$ cat config.mk
export PLATFORM = sky130hd
export DESIGN_NAME = cplsc_ctrl
export DESIGN_NICKNAME = d
export VERILOG_FILES = /design/src/pkg/cplsc_pkg.sv /design/src/core/cplsc_sync.sv /design/src/core/cplsc_ctrl.sv
export SDC_FILE = /design/constraint.sdc
export NUM_CORES = 1
export LEC_CHECK = 0
export ABC_AREA = 1
export BUFFER_PORTS_ARGS = -buffer_cell sky130_fd_sc_hd__buf_2
export CAP_MARGIN = 20
export CORE_AREA = 3 3 65 67
export DETAILED_ROUTE_END_ITERATION = 6
export DIE_AREA = 0 0 68 70
export GPL_TIMING_DRIVEN = 1
export HOLD_SLACK_MARGIN = 0.02
export SLEW_MARGIN = 20
export SYNTH_ARGS = -nofsm -noshare
export SYNTH_HDL_FRONTEND = slang
export SYNTH_SLANG_ARGS = --single-unit
$ cat constraint.sdc
create_clock -name mclk -period 1.2 [get_ports mclk]
set_input_delay 0.12 -clock mclk [delete_from_list [all_inputs] [get_ports mclk]]
set_output_delay 0.12 -clock mclk [all_outputs]
set_load 0.005 [all_outputs]
$ cat src/pkg/cplsc_pkg.sv
// cplsc_pkg: states, ack codes and sizing constants for the low-power state controller
// assumes a single 20 MHz clock domain (mclk) and synchronous active-low reset
package cplsc_pkg;
   // power states of the core
   typedef enum logic [2:0] {
      CPLSC_RUN,
      CPLSC_GRANT,
      CPLSC_SLEEP,
      CPLSC_DEEP,
      CPLSC_HANDLER
   } cplsc_state_e;
   // acknowledge transaction codes driven on the host bus
   localparam logic [1:0] CPLSC_ACK_NONE = 2'h0;
   localparam logic [1:0] CPLSC_ACK_GRANT = 2'h1;
   localparam logic [1:0] CPLSC_ACK_MGMT = 2'h2;
   // synchroniser depth
   localparam int CPLSC_SYNC_STAGES = 2;
   // mclk cycles with no bus clock edge that count as a stopped bus clock
   localparam int CPLSC_BCLK_STOP_CYCLES = 8;
   localparam int CPLSC_BCLK_CNT_W = 4;
   // clock gate bit positions
   localparam int CPLSC_GATE_CORE = 0;
   localparam int CPLSC_GATE_BUS = 1;
   localparam int CPLSC_GATE_LIU = 2;
   localparam int CPLSC_GATE_W = 3;
endpackage

$ cat src/core/cplsc_sync.sv
// cplsc_sync: multi-stage level synchroniser for one asynchronous input
// assumes nothing beyond mclk and nrst; output resets to the given idle level
`timescale 1ns/100ps
module cplsc_sync #(
   parameter int STAGES = 2,
   parameter logic IDLE = 1'b1
)
(
   input wire logic mclk, // system clock
   input wire logic nrst, // synchronous reset, active low
   input wire logic din, // asynchronous input
   output logic dout // synchronised level
);
   logic [STAGES-1:0] pipe;
   logic [STAGES-1:0] next_pipe;

   // shift chain; only the next stage reads each earlier stage
   always_comb
   begin
      next_pipe = {pipe[STAGES-2:0], din};
      if (!nrst)
      begin
         next_pipe = {STAGES{IDLE}};
      end
   end

   always_ff @(posedge mclk)
   begin
      pipe <= next_pipe;
   end

   assign dout = pipe[STAGES-1];
endmodule

$ cat src/core/cplsc_ctrl.sv
// cplsc_ctrl: core low-power state machine, clock gating and ack issue
// assumes request pins are asynchronous and bclk_in is sampled as data on mclk
`timescale 1ns/100ps
// Notes on behaviour
// - In the grant state an asserted sleep request moves the core to sleep.
// - In sleep every unit clock is gated off and only the PLL keeps running.
// - In sleep snoops and interrupts of every kind are ignored.
// - In sleep only reset, sleep release, deep-sleep request and a stopped bus clock have any effect.
// - Releasing the sleep request in sleep returns to grant and restarts bus and local interrupt unit clocks.
// - In sleep a stopped bus clock or a deep-sleep request moves the core to deep sleep.
// - An accepted management interrupt saves state and enters the protected handler mode.
// - Entering the protected handler mode issues a management acknowledge on the host bus.
// - A management interrupt seen as reset is released sets outputs_tristate, which only holds off the host bus ack drive.
// - An asserted clock stop request enters the grant state.
// - Entering the grant state from run issues a grant acknowledge on the host bus.
// - In grant only the host bus unit and local interrupt unit keep clocks.
// - In grant snooping and interrupt service continue.
// - Releasing clock stop restarts all clocks and resumes execution.
// - Clock stop leaves the bus clock alone and is treated as asynchronous.
module cplsc_ctrl
   import cplsc_pkg::*;
(
   input wire logic mclk, // 20 MHz system clock
   input wire logic nrst, // synchronous reset, active low
   input wire logic bclk_in, // bus clock sampled as data
   input wire logic sleep_request_n, // async sleep request
   input wire logic deep_sleep_request_n, // async deep sleep request
   input wire logic clock_stop_request_n, // async clock stop request
   input wire logic mgmt_interrupt_n, // async management interrupt
   input wire logic handler_exit, // pulse: handler finished, resume
   input wire logic snoop_req, // bus snoop request
   input wire logic intr_req, // interrupt request
   output logic [cplsc_pkg::CPLSC_GATE_W-1:0] clk_en, // per-unit clock enables
   output logic [1:0] ack_code, // host bus ack transaction code
   output logic ack_valid, // one-cycle ack pulse
   output logic ack_oe, // host bus ack drive enable
   output logic save_state, // one-cycle state save pulse
   output logic handler_mode, // protected handler mode active
   output logic snoop_ack, // snoop accepted
   output logic intr_ack, // interrupt accepted
   output logic outputs_tristate, // host bus ack drive released
   output logic [2:0] state_out // current power state
);
   import cplsc_pkg::*;

   logic slp_s, dslp_s, stp_s, mgmt_s;
   cplsc_state_e state, next_state;
   logic [CPLSC_GATE_W-1:0] next_clk_en;
   logic [1:0] next_ack_code;
   logic next_ack_valid, next_save_state, next_snoop_ack, next_intr_ack;
   logic next_handler_mode, next_ack_oe;
   logic tri_q, next_tri_q;
   logic [3:0] rel_cnt, next_rel_cnt;
   logic bclk_d, next_bclk_d;
   logic [CPLSC_BCLK_CNT_W-1:0] bcnt, next_bcnt;
   logic bclk_stopped;

   // synchronisers for the request pins
   cplsc_sync #(.STAGES(CPLSC_SYNC_STAGES), .IDLE(1'b1)) u_slp (.mclk(mclk), .nrst(nrst),
      .din(sleep_request_n), .dout(slp_s));
   cplsc_sync #(.STAGES(CPLSC_SYNC_STAGES), .IDLE(1'b1)) u_dslp (.mclk(mclk), .nrst(nrst),
      .din(deep_sleep_request_n), .dout(dslp_s));
   cplsc_sync #(.STAGES(CPLSC_SYNC_STAGES), .IDLE(1'b1)) u_stp (.mclk(mclk), .nrst(nrst),
      .din(clock_stop_request_n), .dout(stp_s));
   cplsc_sync #(.STAGES(CPLSC_SYNC_STAGES), .IDLE(1'b1)) u_mgmt (.mclk(mclk), .nrst(nrst),
      .din(mgmt_interrupt_n), .dout(mgmt_s));

   assign bclk_stopped = (bcnt == CPLSC_BCLK_CNT_W'(CPLSC_BCLK_STOP_CYCLES));

   // bus clock activity monitor and reset-release strap
   always_comb
   begin
      next_bclk_d = bclk_in;
      next_bcnt = bcnt;
      if (bclk_in != bclk_d)
      begin
         next_bcnt = '0;
      end
      else if (!bclk_stopped)
      begin
         next_bcnt = bcnt + 1'b1;
      end
      next_rel_cnt = rel_cnt;
      next_tri_q = tri_q;
      // count edges after reset release; the sync chain is held idle during reset
      if (rel_cnt != 4'(CPLSC_SYNC_STAGES + 1))
      begin
         next_rel_cnt = rel_cnt + 1'b1;
      end
      // the chain now shows the pin as it stood at the release edge
      if (rel_cnt == 4'(CPLSC_SYNC_STAGES))
      begin
         next_tri_q = !mgmt_s;
      end
      if (!nrst)
      begin
         next_bcnt = '0;
         next_rel_cnt = '0;
         next_tri_q = 1'b0;
      end
   end

   always_ff @(posedge mclk)
   begin
      bclk_d <= next_bclk_d;
      bcnt <= next_bcnt;
      rel_cnt <= next_rel_cnt;
      tri_q <= next_tri_q;
   end

   // power state machine and output decode
   always_comb
   begin
      next_state = state;
      next_ack_code = CPLSC_ACK_NONE;
      next_ack_valid = 1'b0;
      next_save_state = 1'b0;
      case (state)
         CPLSC_RUN:
         begin
            if (!mgmt_s)
            begin
               next_state = CPLSC_HANDLER;
               next_save_state = 1'b1;
               next_ack_code = CPLSC_ACK_MGMT;
               next_ack_valid = 1'b1;
            end
            else if (!stp_s)
            begin
               next_state = CPLSC_GRANT;
               next_ack_code = CPLSC_ACK_GRANT;
               next_ack_valid = 1'b1;
            end
         end
         CPLSC_GRANT:
         begin
            if (stp_s)
            begin
               next_state = CPLSC_RUN;
            end
            else if (!slp_s)
            begin
               next_state = CPLSC_SLEEP;
            end
         end
         CPLSC_SLEEP:
         begin
            // only sleep release, deep sleep request or stopped bus clock act
            if (slp_s)
            begin
               next_state = CPLSC_GRANT;
            end
            else if (!dslp_s || bclk_stopped)
            begin
               next_state = CPLSC_DEEP;
            end
         end
         CPLSC_DEEP:
         begin
            if (dslp_s && !bclk_stopped)
            begin
               next_state = CPLSC_SLEEP;
            end
         end
         CPLSC_HANDLER:
         begin
            if (handler_exit)
            begin
               next_state = CPLSC_RUN;
            end
         end
         default:
         begin
            next_state = CPLSC_RUN;
         end
      endcase
      // clock gating per state
      case (next_state)
         CPLSC_RUN, CPLSC_HANDLER: next_clk_en = '1;
         CPLSC_GRANT: next_clk_en = CPLSC_GATE_W'((1 << CPLSC_GATE_BUS) | (1 << CPLSC_GATE_LIU));
         default: next_clk_en = '0;
      endcase
      // snoops and interrupts served except in sleep and deep sleep
      next_snoop_ack = snoop_req && (state != CPLSC_SLEEP) && (state != CPLSC_DEEP);
      next_intr_ack = intr_req && (state != CPLSC_SLEEP) && (state != CPLSC_DEEP);
      if (!nrst)
      begin
         next_state = CPLSC_RUN;
         next_clk_en = '1;
         next_ack_code = CPLSC_ACK_NONE;
         next_ack_valid = 1'b0;
         next_save_state = 1'b0;
         next_snoop_ack = 1'b0;
         next_intr_ack = 1'b0;
      end
      // handler flag and ack drive follow the next state and the strap
      next_handler_mode = (next_state == CPLSC_HANDLER);
      next_ack_oe = next_ack_valid && !next_tri_q;
   end

   always_ff @(posedge mclk)
   begin
      state <= next_state;
      clk_en <= next_clk_en;
      ack_code <= next_ack_code;
      ack_valid <= next_ack_valid;
      save_state <= next_save_state;
      snoop_ack <= next_snoop_ack;
      intr_ack <= next_intr_ack;
      handler_mode <= next_handler_mode;
      state_out <= 3'(next_state);
      ack_oe <= next_ack_oe;
      outputs_tristate <= next_tri_q;
   end

   // checks
   chk_sleep_entry: assert property (@(posedge mclk) disable iff (!nrst)
      state == CPLSC_GRANT && stp_s == 1'b0 && !slp_s |=> state == CPLSC_SLEEP)
      else $error("grant did not enter sleep");
   chk_sleep_gates: assert property (@(posedge mclk) disable iff (!nrst)
      state == CPLSC_SLEEP |-> clk_en == '0)
      else $error("clocks running in sleep");
   chk_sleep_snoop: assert property (@(posedge mclk) disable iff (!nrst)
      $past(state) == CPLSC_SLEEP |-> !snoop_ack && !intr_ack)
      else $error("snoop or interrupt taken in sleep");
   chk_sleep_hold: assert property (@(posedge mclk) disable iff (!nrst)
      state == CPLSC_SLEEP && !slp_s && dslp_s && !bclk_stopped |=> state == CPLSC_SLEEP)
      else $error("sleep left without cause");
   chk_sleep_exit: assert property (@(posedge mclk) disable iff (!nrst)
      state == CPLSC_SLEEP && slp_s |=> state == CPLSC_GRANT ##0 clk_en[CPLSC_GATE_BUS])
      else $error("sleep release failed");
   chk_deep_entry: assert property (@(posedge mclk) disable iff (!nrst)
      state == CPLSC_SLEEP && !slp_s && (!dslp_s || bclk_stopped) |=> state == CPLSC_DEEP)
      else $error("deep sleep not entered");
   chk_mgmt_ack: assert property (@(posedge mclk) disable iff (!nrst)
      $rose(handler_mode) |-> ack_valid && ack_code == CPLSC_ACK_MGMT && save_state)
      else $error("handler entry without ack");
   chk_grant_ack: assert property (@(posedge mclk) disable iff (!nrst)
      $rose(state == CPLSC_GRANT) && $past(state) == CPLSC_RUN |-> ack_valid && ack_code == CPLSC_ACK_GRANT)
      else $error("grant entry without ack");
   chk_grant_gates: assert property (@(posedge mclk) disable iff (!nrst)
      state == CPLSC_GRANT |-> clk_en == CPLSC_GATE_W'(6))
      else $error("grant gating wrong");
   chk_grant_resume: assert property (@(posedge mclk) disable iff (!nrst)
      state == CPLSC_GRANT && stp_s |=> state == CPLSC_RUN && clk_en == '1)
      else $error("clock stop release failed");
   chk_tri_quiet: assert property (@(posedge mclk) disable iff (!nrst)
      outputs_tristate |-> !ack_oe)
      else $error("ack driven while tristated");
   cov_grant: cover property (@(posedge mclk) disable iff (!nrst) state == CPLSC_GRANT);
   cov_sleep: cover property (@(posedge mclk) disable iff (!nrst) state == CPLSC_SLEEP);
   cov_deep: cover property (@(posedge mclk) disable iff (!nrst) state == CPLSC_DEEP);
   cov_handler: cover property (@(posedge mclk) disable iff (!nrst) handler_mode);
endmodule

# ---- Word level (Yosys, flattened, before mapping)
# Cells that the tools add are included.
dict set report classes {
  n_addsub 2
  multipliers 0
  div 0
  n_lt_le_gt_ge 0
  eq_ne 13
  shifts 0
  n_mux 20
  n_bitwise 1
  n_reduce_logical 17
}
# cell count
set ops {}
lappend ops {{$mux 3} 9}
lappend ops {{$pmux 3 s5} 1}
lappend ops {{$eq 3x3->1 const B} 3}
lappend ops {{$add 4x1->4 const B} 2}
lappend ops {{$mux 1} 8}
lappend ops {{$eq 3x1->1 const B} 2}
lappend ops {{$eq 3x2->1 const B} 2}
lappend ops {{$logic_and 1x1->1} 6}
lappend ops {{$logic_not 3->1} 2}
lappend ops {{$ne 3x2->1 const B} 2}
lappend ops {{$pmux 3 s2} 1}
lappend ops {{$eq 4x2->1 const B} 1}
lappend ops {{$eq 4x4->1 const B} 1}
lappend ops {{$logic_not 1->1} 4}
lappend ops {{$ne 4x2->1 const B} 1}
lappend ops {{$reduce_or 2->1} 2}
lappend ops {{$reduce_and 3->1} 1}
lappend ops {{$mux 2} 1}
lappend ops {{$reduce_and 2->1} 1}
lappend ops {{$logic_or 1x1->1} 1}
lappend ops {{$ne 1x1->1} 1}
lappend ops {{$not 1->1} 1}
dict set report totals {
  regBits 32
  latch_bits 0
  mem_bits_rw 0
  mem_bits_ro 0
  inputBits 10
  output_inout_bits 15
  word_cells 71
  mem_count 0
}

# ---- Logic depth before layout (Yosys ltp)
# Gate-level depths: netlist (run 1).
dict set report logic_depth {
  ltp_word 8
  mapped_depth 7
  mapped_depth_nobuf 7
}

# ---- Modules after synthesis
# Synthesis (run 1) repeated with hierarchy kept, for this count alone.
dict set report hier_totals {
  hier_cells 139
  hier_area_um2 1131.1
}
# module n_inst cells_per_inst area_per_inst_um2 seq_area_each_um2
set by_module_without_submodules {}
lappend by_module_without_submodules {cplsc_ctrl 1 115 910.9 440.4}
lappend by_module_without_submodules {cplsc_sync 4 6 55.1 40.0}

# ---- Worst setup path after synthesis (run 1)
# Ideal clock, no wire load.
dict set report synth_path {
  path_kind {flip-flop to flip-flop}
  startpoint {register bcnt[0]}
  endpoint {register bcnt[1]}
  setup_ns 0.086
  arrival_time_ns 0.959
  required_ns 1.114
  path_slack_ns 0.156
  path_stages_with_launch 6
  n_path_buf 0
  period_less_slack_ns 1.044
  path_cell_list {dfxtp_1 -> inv_1 -> ha_1 -> nand3_1 -> inv_1 -> a211oi_1}
}
dict set report synth_via {
  elab_chain_len 1
  elab_cells_between_ends 2
  classes_between {add/sub: 1; eq/ne: 1}
}
# element line
set synth_lines {}
lappend synth_lines {{start, declared} cplsc_ctrl.sv:55} ;# logic [CPLSC_BCLK_CNT_W-1:0] bcnt, next_bcnt;
lappend synth_lines {{start signal, assigned} cplsc_ctrl.sv:106} ;# bcnt <= next_bcnt;
lappend synth_lines {{$add 4x1->4 or $eq 4x4->1 (tied branches)} {cplsc_ctrl.sv:81, cplsc_ctrl.sv:68}}
# Several ways; a longest one is shown, not always the timed one.
# A chain may end at the register's enable or synchronous reset.

# ---- Worst setup path after layout (run 1)
dict set report layout_path {
  startpoint {register rel_cnt[0]}
  endpoint {register ack_oe}
}
dict set report layout_via {
  elab_chain_len 5
}
# element line
set layout_lines {}
lappend layout_lines {{start, declared} cplsc_ctrl.sv:53} ;# logic [3:0] rel_cnt, next_rel_cnt;
lappend layout_lines {{start signal, assigned} cplsc_ctrl.sv:107} ;# rel_cnt <= next_rel_cnt;
lappend layout_lines {{$eq 4x2->1} cplsc_ctrl.sv:91} ;# if (rel_cnt == 4'(CPLSC_SYNC_STAGES))
lappend layout_lines {{$mux 1} cplsc_ctrl.sv:91}
lappend layout_lines {{$mux 1} cplsc_ctrl.sv:95} ;# if (!nrst)
lappend layout_lines {{via next_tri_q} cplsc_ctrl.sv:52} ;# logic tri_q, next_tri_q;
lappend layout_lines {{$logic_not 1->1} cplsc_ctrl.sv:198} ;# next_ack_oe = next_ack_valid && !next_tri_q;
lappend layout_lines {{$logic_and 1x1->1} cplsc_ctrl.sv:198}
lappend layout_lines {{via next_ack_oe} cplsc_ctrl.sv:51} ;# logic next_handler_mode, next_ack_oe;
lappend layout_lines {{end signal, assigned} cplsc_ctrl.sv:212} ;# ack_oe <= next_ack_oe;
lappend layout_lines {{end, declared} cplsc_ctrl.sv:36} ;# output logic ack_oe,
# The timed path passes the listed nets, and every way through them passes these cells.

==> results.json, run 1 <==
{
  "rsz0062_at_grt": "false",
  "max_clock_freq_mhz": 925,
  "synth-simple-area-share_pct": 24.3,
  "die_area_sq_um": 4760,
  "via_per_inst": 4.17,
  "synth_compound_area_share_pct": 7.09,
  "ir_worst_vdd_uv": 619,
  "reg2reg_slack_ps": 120,
  "crit_path_end_kind": "register",
  "yosysMostFrequentCell": "dfxtp_1",
  "hold_viol_final": 0,
  "io_pins": 25,
  "synth_top_area_share_pct": 54.9,
  "grt_overflow_total": 0,
  "setup_viol": 0,
  "timing.final.max_slew_violations": 0,
  "fin_crit_sh_pct": 90.1,
  "synth_mux_area_share_pct": 0,
  "synth_area_leaders": "dfxtp_1, nand2_1, a21oi_1, ha_1, inv_1",
  "core_region_area_sq_um": 3690,
  "hold_class": "in2reg",
  "antenna_found_initial": 0,
  "critPathRequiredTime_ps": 1360,
  "numCtsBuffers": 5,
  "fin_ws_ps": 119,
  "synth_top_family_by_area": "simple AND/OR/NAND/NOR gates",
  "hold_ws_ps": 66.3,
  "place_ws_ps": 46.9,
  "p_sw_share_pct": 22.1,
  "power_density_nw_per_um2": 1580,
  "async_flop_share_pct": 0,
  "synth_adder_area_share_pct": 4.57,
  "grtUsageTotal_pct": 9.16,
  "syn_inst": 126,
  "synth_area_per_cell_sq_um": 8.69,
  "timing.rr.start": "rel_cnt[0]$_SDFFE_PN0P_",
  "insertion_delay_ps": 280,
  "grt_pass1_wl_microns": 3200,
  "via_count": 872,
  "synth_common_cells": "dfxtp_1, nand2_1, inv_1",
  "synthDistinctLibCells": 20,
  "netlist_area_sq_um": 1090,
  "grt_max_degree": 14,
  "whs_path_depth": 3,
  "tns_ps": 0,
  "ys_ff_latch": 30,
  "status": "finished, final reports clean",
  "synth-xor-area-share_pct": 1.60,
  "ant_nets": 0,
  "clock_power_share_pct": 43.8,
  "h-tree-depth": 2,
  "worstHoldStart": "intr_req",
  "clk_pin_slew_ps": 60,
  "cts_tree": "yes",
  "totalWireLength_microns": 1880,
  "synth-main-ff-cell": "dfxtp_1",
  "yosys.area.top_type": "dfxtp_1",
  "rr_worst_depth": 6,
  "wl_per_cell_microns": 8.98,
  "leakage_nw": 0.659,
  "clock_path_buffers": 2,
  "first_pass_iters": 4,
  "fin_crit_ps": 1080,
  "diodes": 0,
  "hold_end": "intr_ack$_SDFF_PN0_",
  "die-width_microns": 68,
  "path_max_fanout": 5,
  "crit_type": "reg2reg",
  "p_int_mw": 1.75,
  "p_switching_mw": 0.495,
  "synth_edf_count": 0,
  "syn_to_final_growth_pct": 29.9,
  "drive_gt1_share_pct": 28.0,
  "fin_nets": 174,
  "dieHeight_microns": 70,
  "dpl_cell_area_sq_um": 1250,
  "tightest_slew_ps": 318,
  "slew_headroom_pct": 78.6,
  "routabilityCongestion": 0.691,
  "synth_fp_nets": 140,
  "hpwl_microns": 1370,
  "drc": 0,
  "portBuffers": 24,
  "r2r-end": "ack_oe$_DFF_P_",
  "cts_root_buf": "clkbuf_8",
  "synth-seq-area-share_pct": 54.9,
  "pwr-share-seq_pct": 48.4,
  "finClkSkew_ps": 3.18,
  "yosys_warnings": 0,
  "initial_core_util_pct": 29.7,
  "cp-start-kind": "register",
  "drtIter0Drc": 21,
  "critPathArrivalTime_ps": 1240,
  "fin_area_sq_um": 1420,
  "fp-row-count": 22,
  "cts_sinks": 30,
  "p_comb_share_pct": 7.8,
  "grt_pass1_vias": 765,
  "drv_cap": 0
}
==> critical path, cell delays in order (launching register included) <==
cell and delay [ps]:
dfxtp_1 390, inv_1 60, ha_1 200, nand2_1 70, nand2_1 40, a21oi_1 150, nor2_1 50
==> worst max path at each step <==
stage | startpoint | end | slack [ps] | cells after the start
CTS | bcnt[0]$_SDFFE_PP0N_ | bcnt[1]$_SDFFE_PP0N_ | 50 | 5
finish | rel_cnt[0]$_SDFFE_PN0P_ | ack_oe$_DFF_P_ | 120 | 6
global placement | bcnt[0]$_SDFFE_PP0N_ | bcnt[1]$_SDFFE_PP0N_ | 110 | 5
global route | bcnt[1]$_SDFFE_PP0N_ | clk_en[0]$_SDFF_PN1_ | 7 | 7
floorplan | bcnt[0]$_SDFFE_PP0N_ | bcnt[1]$_SDFFE_PP0N_ | 160 | 5
detailed placement | bcnt[0]$_SDFFE_PP0N_ | bcnt[1]$_SDFFE_PP0N_ | 50 | 5
==> power by group through the flow <==
stage          Clock [mW]  Sequential [mW]  Combinational (mW)
2_1_floorplan           0             1.10               0.110
3_3_place_gp            0             1.11               0.159
3_5_place_dp            0             1.11               0.162
4_1_cts              1.01             1.08               0.175
5_1_grt              1.05             1.09               0.208
6_report            0.982             1.08               0.175
==> sequential cells by signal, summed over array words and instances, names as in the netlist <==
name / flops
intr_ack: 1
u_stp.pipe: 2
state: 3
bcnt: 4
u_mgmt.pipe: 2
ack_valid: 1
bclk_d: 1
clk_en: 2
ack_code: 2
snoop_ack: 1
u_dslp.pipe: 2
u_slp.pipe: 2
ack_oe: 1
handler_mode: 1
outputs_tristate: 1
rel_cnt: 4
==> area by class of cell <==
class	count	area [sq um]
Sequential cell	30	603
Clock buffer	5	68.8
Clock inverter	3	40.0
Fill cell	386	2270
Tap cell	48	60.1
Multi-Input combinational cell	78	417
Inverter	15	56.3
Timing Repair Buffer	30	178
==> layout by cell type (no fill, tap or decap) <==
| master | instances |
|---|---|
| a211oi_1 | 1 |
| a21oi_1 | 10 |
| buf_2 | 24 |
| buf_4 | 1 |
| bufinv_16 | 1 |
| clkbuf_8 | 5 |
| clkinv_2 | 2 |
| dfxtp_1 | 28 |
| dfxtp_2 | 2 |
| dlygate4sd3_1 | 5 |
| ha_1 | 4 |
| inv_1 | 13 |
| inv_2 | 2 |
| nand2_1 | 20 |
| nand2_2 | 1 |
| nand3_1 | 7 |
| nand3_2 | 1 |
| nand3b_1 | 1 |
| nor2_1 | 11 |
| nor2_2 | 1 |
| nor3_1 | 3 |
| nor4_1 | 1 |
| o21ai_0 | 4 |
| or2_1 | 6 |
| or2_2 | 5 |
| xnor2_1 | 2 |
==> kinds of logic (layout without fill, tap and decap cells) <==
group           Yosys count  after routing
buf+inv                  18             53
compound gates           15             15
flops                    30             30
xor+xnor                  2              2
fa+ha+maj                 4              4
simple gates             57             57
==> per-stage QoR <==
step | util (%) | instances | power (mW)
after CTS | 38.2 | 208 | 2.27
after global routing | 38.6 | 209 | 2.35
final | 38.6 | 209 | 2.24
after detailed placement | 33.9 | 195 | 1.27
after floorplan | - | 126 | 1.21
after global placement | 33.9 | 195 | 1.27
==> per-layer routing <==
metal / GRT usage, % / routed length (microns) / vias up
met5: 0 / 0 / -
met4: 7.28 / 70 / 0
met3: 3.38 / 135 / 7
met2: 12.7 / 809 / 22
met1: 11.0 / 860 / 379
li1: - / - / 464
==> timing repair <==
item,CTS,global route
hold buffers,5,0
setup endpoints to repair,0,5
buffers inserted,0,1
gates resized for setup,0,3
endpoints found under the hold margin,5,0
Power figures use the tool's default switching activity.
==> inputs of run 2 (changes only) <==
--- a/config.mk
+++ b/config.mk
@@ -8,9 +8,9 @@
 export ABC_AREA = 1
 export BUFFER_PORTS_ARGS = -buffer_cell sky130_fd_sc_hd__buf_2
 export CAP_MARGIN = 20
-export CORE_AREA = 3 3 65 67
+export CORE_AREA = 2 2 73 58
 export DETAILED_ROUTE_END_ITERATION = 6
-export DIE_AREA = 0 0 68 70
+export DIE_AREA = 0 0 75 60
 export GPL_TIMING_DRIVEN = 1
 export HOLD_SLACK_MARGIN = 0.02
 export SLEW_MARGIN = 20
==> constraint.sdc (replaced) <==
create_clock -name mclk -period 1.12 [get_ports mclk]
set_input_delay 0.112 -clock mclk [delete_from_list [all_inputs] [get_ports mclk]]
set_output_delay 0.112 -clock mclk [all_outputs]
set_load 0.005 [all_outputs]
==> run 2 against run 1 <==
Cell count up 3.8%. Fmax grew 4.8%. Non-clock buffer count grew 1. Core utilization shrank 1.2 points. Critical path depth down 1. Routed wire length is 0.91% higher. Critical path type unchanged. Largest power group unchanged.
==> results.json, run 2 (synthesized netlist as in run 1, its figures left out) <==
{
  "status": "finished, final reports clean",
  "clock_power_share_pct": 39.1,
  "p_int_mw": 1.72,
  "diodes": 0,
  "ir_worst_vdd_uv": 840,
  "stdcell_count": 217,
  "fin_area_sq_um": 1430,
  "leakage_nw": 0.658,
  "dpl_cell_area_sq_um": 1260,
  "first_pass_iters": 4,
  "grt_max_degree": 14,
  "cp-start-kind": "register",
  "syn_to_final_growth_pct": 30.7,
  "numCtsBuffers": 5,
  "critPathArrivalTime_ps": 1220,
  "hold_ws_ps": 54.8,
  "worstHoldStart": "snoop_req",
  "drtIter0Drc": 36,
  "p_total_mw": 2.23,
  "fin_ws_ps": 88.5,
  "wl_per_cell_microns": 8.72,
  "reg.largest.list": "bcnt: 4 flops, rel_cnt: 4 flops, state: 3 flops",
  "initial_core_util_pct": 28.6,
  "portBuffers": 24,
  "hold_viol_final": 0,
  "max_clock_freq_mhz": 970,
  "io_pins": 25,
  "tightest_slew_ps": 259,
  "core_region_area_sq_um": 3830,
  "drc": 0,
  "tns_ps": 0,
  "die-width_microns": 75,
  "grt_pass1_wl_microns": 3020,
  "totalWireLength_microns": 1890,
  "place_ws_ps": 38.4,
  "setup_viol": 0,
  "final_util_pct": 37.4,
  "cp-startpoint": "bcnt[0]$_SDFFE_PP0N_",
  "p_switching_mw": 0.510,
  "dieHeight_microns": 60,
  "timing.rr.start": "bcnt[0]$_SDFFE_PP0N_",
  "critPathRequiredTime_ps": 1310,
  "drive_gt1_share_pct": 29.6,
  "crit_path_end_kind": "register",
  "path_max_fanout": 4,
  "clock_path_buffers": 2,
  "final_cell_mix": "dfxtp_1, buf_2, nand2_1",
  "fin_crit_sh_pct": 92.1,
  "cts_tree": "yes",
  "cts_root_buf": "clkbuf_8",
  "slew_headroom_pct": 82.6,
  "layout_commonest_cell": "dfxtp_1",
  "drv_cap": 0,
  "h-tree-depth": 2,
  "cts_sinks": 30,
  "reg2reg_slack_ps": 90,
  "pwr-share-seq_pct": 52.2,
  "p_sw_share_pct": 22.9,
  "p_comb_share_pct": 8.6,
  "via_per_inst": 3.94,
  "grt_overflow_total": 0,
  "power_density_nw_per_um2": 1560,
  "clk_pin_slew_ps": 60,
  "hold_class": "in2reg",
  "die_area_sq_um": 4500,
  "fin_crit_ps": 1030,
  "via_count": 854,
  "timing.final.max_slew_violations": 0,
  "grt_pass1_vias": 734,
  "fin_nets": 175,
  "routabilityCongestion": 0.776,
  "fp-row-count": 20,
  "finClkSkew_ps": 3.10,
  "dp.cells": 203,
  "crit_type": "reg2reg",
  "antenna_found_initial": 0,
  "insertion_delay_ps": 280,
  "ant_nets": 0,
  "grtUsageTotal_pct": 9.35,
  "hpwl_microns": 1370
}
[run 2: layer usage]
metal	GRT usage, %	part of all wire [%]	wire length, microns
met4	5.87	1.6	30
met5	0	0	0
met2	12.7	40	756
met1	11.7	53	996
met3	4.72	5.8	110
[run 2: worst paths after layout]
path | to | depth (start not counted)
setup / recovery | bcnt[1]$_SDFFE_PP0N_ | 5
hold / removal | snoop_ack$_SDFF_PN0_ | 3
hold reg to reg | u_dslp.pipe[1]$_SDFF_PN1_ | 1
setup reg to reg | bcnt[1]$_SDFFE_PP0N_ | 5
[run 2: final cells by class]
cell class | instances | area [sq um]
clock buffer | 7 | 86.3
clock inverter | 1 | 5.00
fill | 384 | 2400
inverter | 15 | 56.3
multi-input combinational | 78 | 425
sequential | 30 | 604
tap | 55 | 68.8
timing repair buffer | 31 | 185
[run 2: power by group through the flow]
stage / clock, mW / sequential (mW) / combinational [mW]
floorplan: 0 / 1.18 / 0.118
global placement: 0 / 1.18 / 0.176
detailed placement: 0 / 1.18 / 0.178
CTS: 0.906 / 1.16 / 0.191
global route: 0.955 / 1.17 / 0.222
finish: 0.872 / 1.16 / 0.192
[run 2: repair_timing]
item                                    in CTS  in global routing
gates resized for setup                      0                  7
hold buffers                                 5                  0
buffers inserted                             0                  1
hold endpoints to repair                     5                  0
endpoints found under the setup margin       0                  7
[run 2: worst max-delay path: stages (launching register included)]
cell      delay, ps
dfxtp_1         320
inv_1            50
ha_1            200
nand3_2          90
inv_1            70
a211oi_1        210
==> inputs of run 3 (changes only) <==
--- a/config.mk
+++ b/config.mk
@@ -8,12 +8,13 @@
 export ABC_AREA = 1
 export BUFFER_PORTS_ARGS = -buffer_cell sky130_fd_sc_hd__buf_2
 export CAP_MARGIN = 20
-export CORE_AREA = 2 2 73 58
+export CORE_AREA = 2 2 74 59
 export DETAILED_ROUTE_END_ITERATION = 6
-export DIE_AREA = 0 0 75 60
+export DIE_AREA = 0 0 76 61
 export GPL_TIMING_DRIVEN = 1
 export HOLD_SLACK_MARGIN = 0.02
 export SLEW_MARGIN = 20
 export SYNTH_ARGS = -nofsm -noshare
 export SYNTH_HDL_FRONTEND = slang
+export SYNTH_HIERARCHICAL = 1
 export SYNTH_SLANG_ARGS = --single-unit
==> run 3 against run 2 <==
Sequential share of layout area decreased by 3.2 points. First-iteration DRC count increased by 22%. Die area increased by 3.0%. Worst setup slack got worse by 62 ps. Cell count increased by 6.9%.
==> results.json, run 3 <==
{
  "reg.largest.list": "bcnt: 4 flops, rel_cnt: 4 flops, state: 3 flops",
  "wl_per_cell_microns": 8.72,
  "cts_tree": "yes",
  "hpwl_microns": 1440,
  "yosysMostFrequentCell": "dfxtp_1",
  "fp-row-count": 20,
  "finClkSkew_ps": 7.07,
  "final_util_pct": 40.1,
  "p_total_mw": 2.71,
  "syn_inst": 139,
  "drtIter0Drc": 44,
  "routabilityCongestion": 0.774,
  "dp.cells": 219,
  "rsz0062_at_grt": "true",
  "synth_common_cells": "dfxtp_1, nand2_1, inv_1",
  "slew_headroom_pct": 80.4,
  "cts_root_buf": "clkbuf_8",
  "core_region_area_sq_um": 3880,
  "fin_crit_ps": 1090,
  "initial_core_util_pct": 29.2,
  "critPathRequiredTime_ps": 1280,
  "grt_pass1_vias": 770,
  "fin_crit_sh_pct": 97.7,
  "async_flop_share_pct": 0,
  "netlist_area_sq_um": 1130,
  "max_clock_freq_mhz": 914,
  "io_pins": 25,
  "cts_sinks": 30,
  "die-width_microns": 76,
  "layout_commonest_cell": "nand2_1",
  "antenna_found_initial": 0,
  "grtUsageTotal_pct": 9.57,
  "ir_worst_vdd_uv": 689,
  "path_max_fanout": 4,
  "clock_path_buffers": 2,
  "drv_cap": 0,
  "drc": 0,
  "fin_nets": 190,
  "leakage_nw": 0.756,
  "numCtsBuffers": 5,
  "hold_class": "in2reg",
  "hold_viol_final": 0,
  "synth_area_leaders": "dfxtp_1, nand2_1, inv_1, a21oi_1, nand3_1",
  "synth-main-ff-cell": "dfxtp_1",
  "insertion_delay_ps": 280,
  "h-tree-depth": 2,
  "setup_viol": 0,
  "dieHeight_microns": 61,
  "status": "finished, final reports clean",
  "ant_nets": 0,
  "synthDistinctLibCells": 20,
  "die_area_sq_um": 4640,
  "via_count": 915,
  "synth_edf_count": 0,
  "final_cell_mix": "nand2_1, dfxtp_1, buf_2",
  "portBuffers": 24,
  "synth_top_area_share_pct": 53.1,
  "clk_pin_slew_ps": 60,
  "tightest_slew_ps": 290,
  "stdcell_count": 232,
  "first_pass_iters": 4,
  "synth_fp_nets": 153,
  "via_per_inst": 3.94,
  "yosys_warnings": 6,
  "grt_overflow_total": 0,
  "yosys.area.top_type": "dfxtp_1",
  "ys_ff_latch": 30,
  "grt_max_degree": 12,
  "cp-start-kind": "register",
  "crit_path_end_kind": "register",
  "tns_ps": 0,
  "critPathArrivalTime_ps": 1260,
  "syn_to_final_growth_pct": 37.4,
  "grt_pass1_wl_microns": 3270,
  "num-fill-cells": 391,
  "crit_type": "reg2reg",
  "totalWireLength_microns": 2020,
  "synth_area_per_cell_sq_um": 8.14,
  "drive_gt1_share_pct": 33.3,
  "synth-seq-area-share_pct": 53.1,
  "timing.final.max_slew_violations": 0,
  "diodes": 0,
  "power_density_nw_per_um2": 1750
}
==> run 3: changes by cell type after synthesis, moves of 2 or more <==
cell     delta
inv_1      +11
nand2_1     +6
nand3_1     +3
nor2_1      +2
nor2_2      +3
nor3_1      -3
or2_1       -5
or2_2       -4
==> run 3: per-stage QoR <==
| step | cell area (sq um) | hold WS [ps] | worst slack, ps |
|---|---|---|---|
| detailed placement | 1320 | 247 | -21.6 |
| floorplan | 1130 | 140 | 51.0 |
| finish | 1550 | 54.8 | 26.1 |
| global placement | 1320 | 245 | -2.51 |
| CTS | 1530 | 44.4 | 7.87 |
| global route | 1550 | 52.1 | -45.1 |
==> run 3: worst paths after layout <==
| kind | startpoint | to | slack (ps) | cells after the start |
|---|---|---|---|---|
| setup / recovery | bcnt[1]$_SDFFE_PP0N_ | clk_en[0]$_SDFF_PN1_ | 30 | 7 |
| setup reg to reg | bcnt[1]$_SDFFE_PP0N_ | clk_en[0]$_SDFF_PN1_ | 30 | 7 |
| hold reg to reg | u_stp/pipe[0]$_SDFF_PN1_ | u_stp/pipe[1]$_SDFF_PN1_ | 400 | 2 |
| hold / removal | intr_req | intr_ack$_SDFF_PN0_ | 50 | 3 |
==> run 3: repair_timing <==
action	in CTS	in global routing
hold endpoints to repair	5	0
setup buffers	0	0
hold buffers	5	0
setup endpoints to repair	4	10
gates resized for setup	4	11
pin swaps	0	3
==> run 3: layout make-up <==
type,count,area (sq um),area share (%)
flip-flops and latches,30,607,39.0
multi-input cells,80,438,28.2
repair buffers,33,200,12.9
inverters,26,97.6,6.28
clock buffers,6,82.6,5.31
well taps,55,68.8,4.43
clock inverters,2,60.1,3.86
==> run 3: cells by family (layout without fill, tap and decap cells) <==
family	count (synthesis)	after routing	share of synthesized area, %
flops	30	30	53.1
xor+xnor	1	1	0.774
buf+inv	29	67	11.0
simple gates	59	59	23.2
fa+ha+maj	4	4	4.42
compound gates	16	16	7.52
==> run 3: metal layers <==
layer | global-route usage, % | vias up | wire, microns
met5 | 0 | - | 0
met4 | 6.23 | 0 | 27
met3 | 4.91 | 3 | 127
met2 | 13.0 | 20 | 798
met1 | 12.0 | 390 | 1070
li1 | - | 502 | -
==> run 3: where the power goes <==
group          internal, mW  switching [mW]  leakage (nW)  total [mW]
sequential             1.13          0.0368         0.248        1.16
combinational        0.0960           0.102         0.436       0.198
clock                 0.949           0.405        0.0714        1.35
total                  2.17           0.544         0.756        2.71
==> run 3: worst max-delay path, cell delays in order, from the launching register on <==
cell     delay (ps)
dfxtp_2         330
inv_2            60
ha_2            180
nand3_4          80
a21oi_2         160
nor2_2           50
nand3_1          60
nand2_1          50
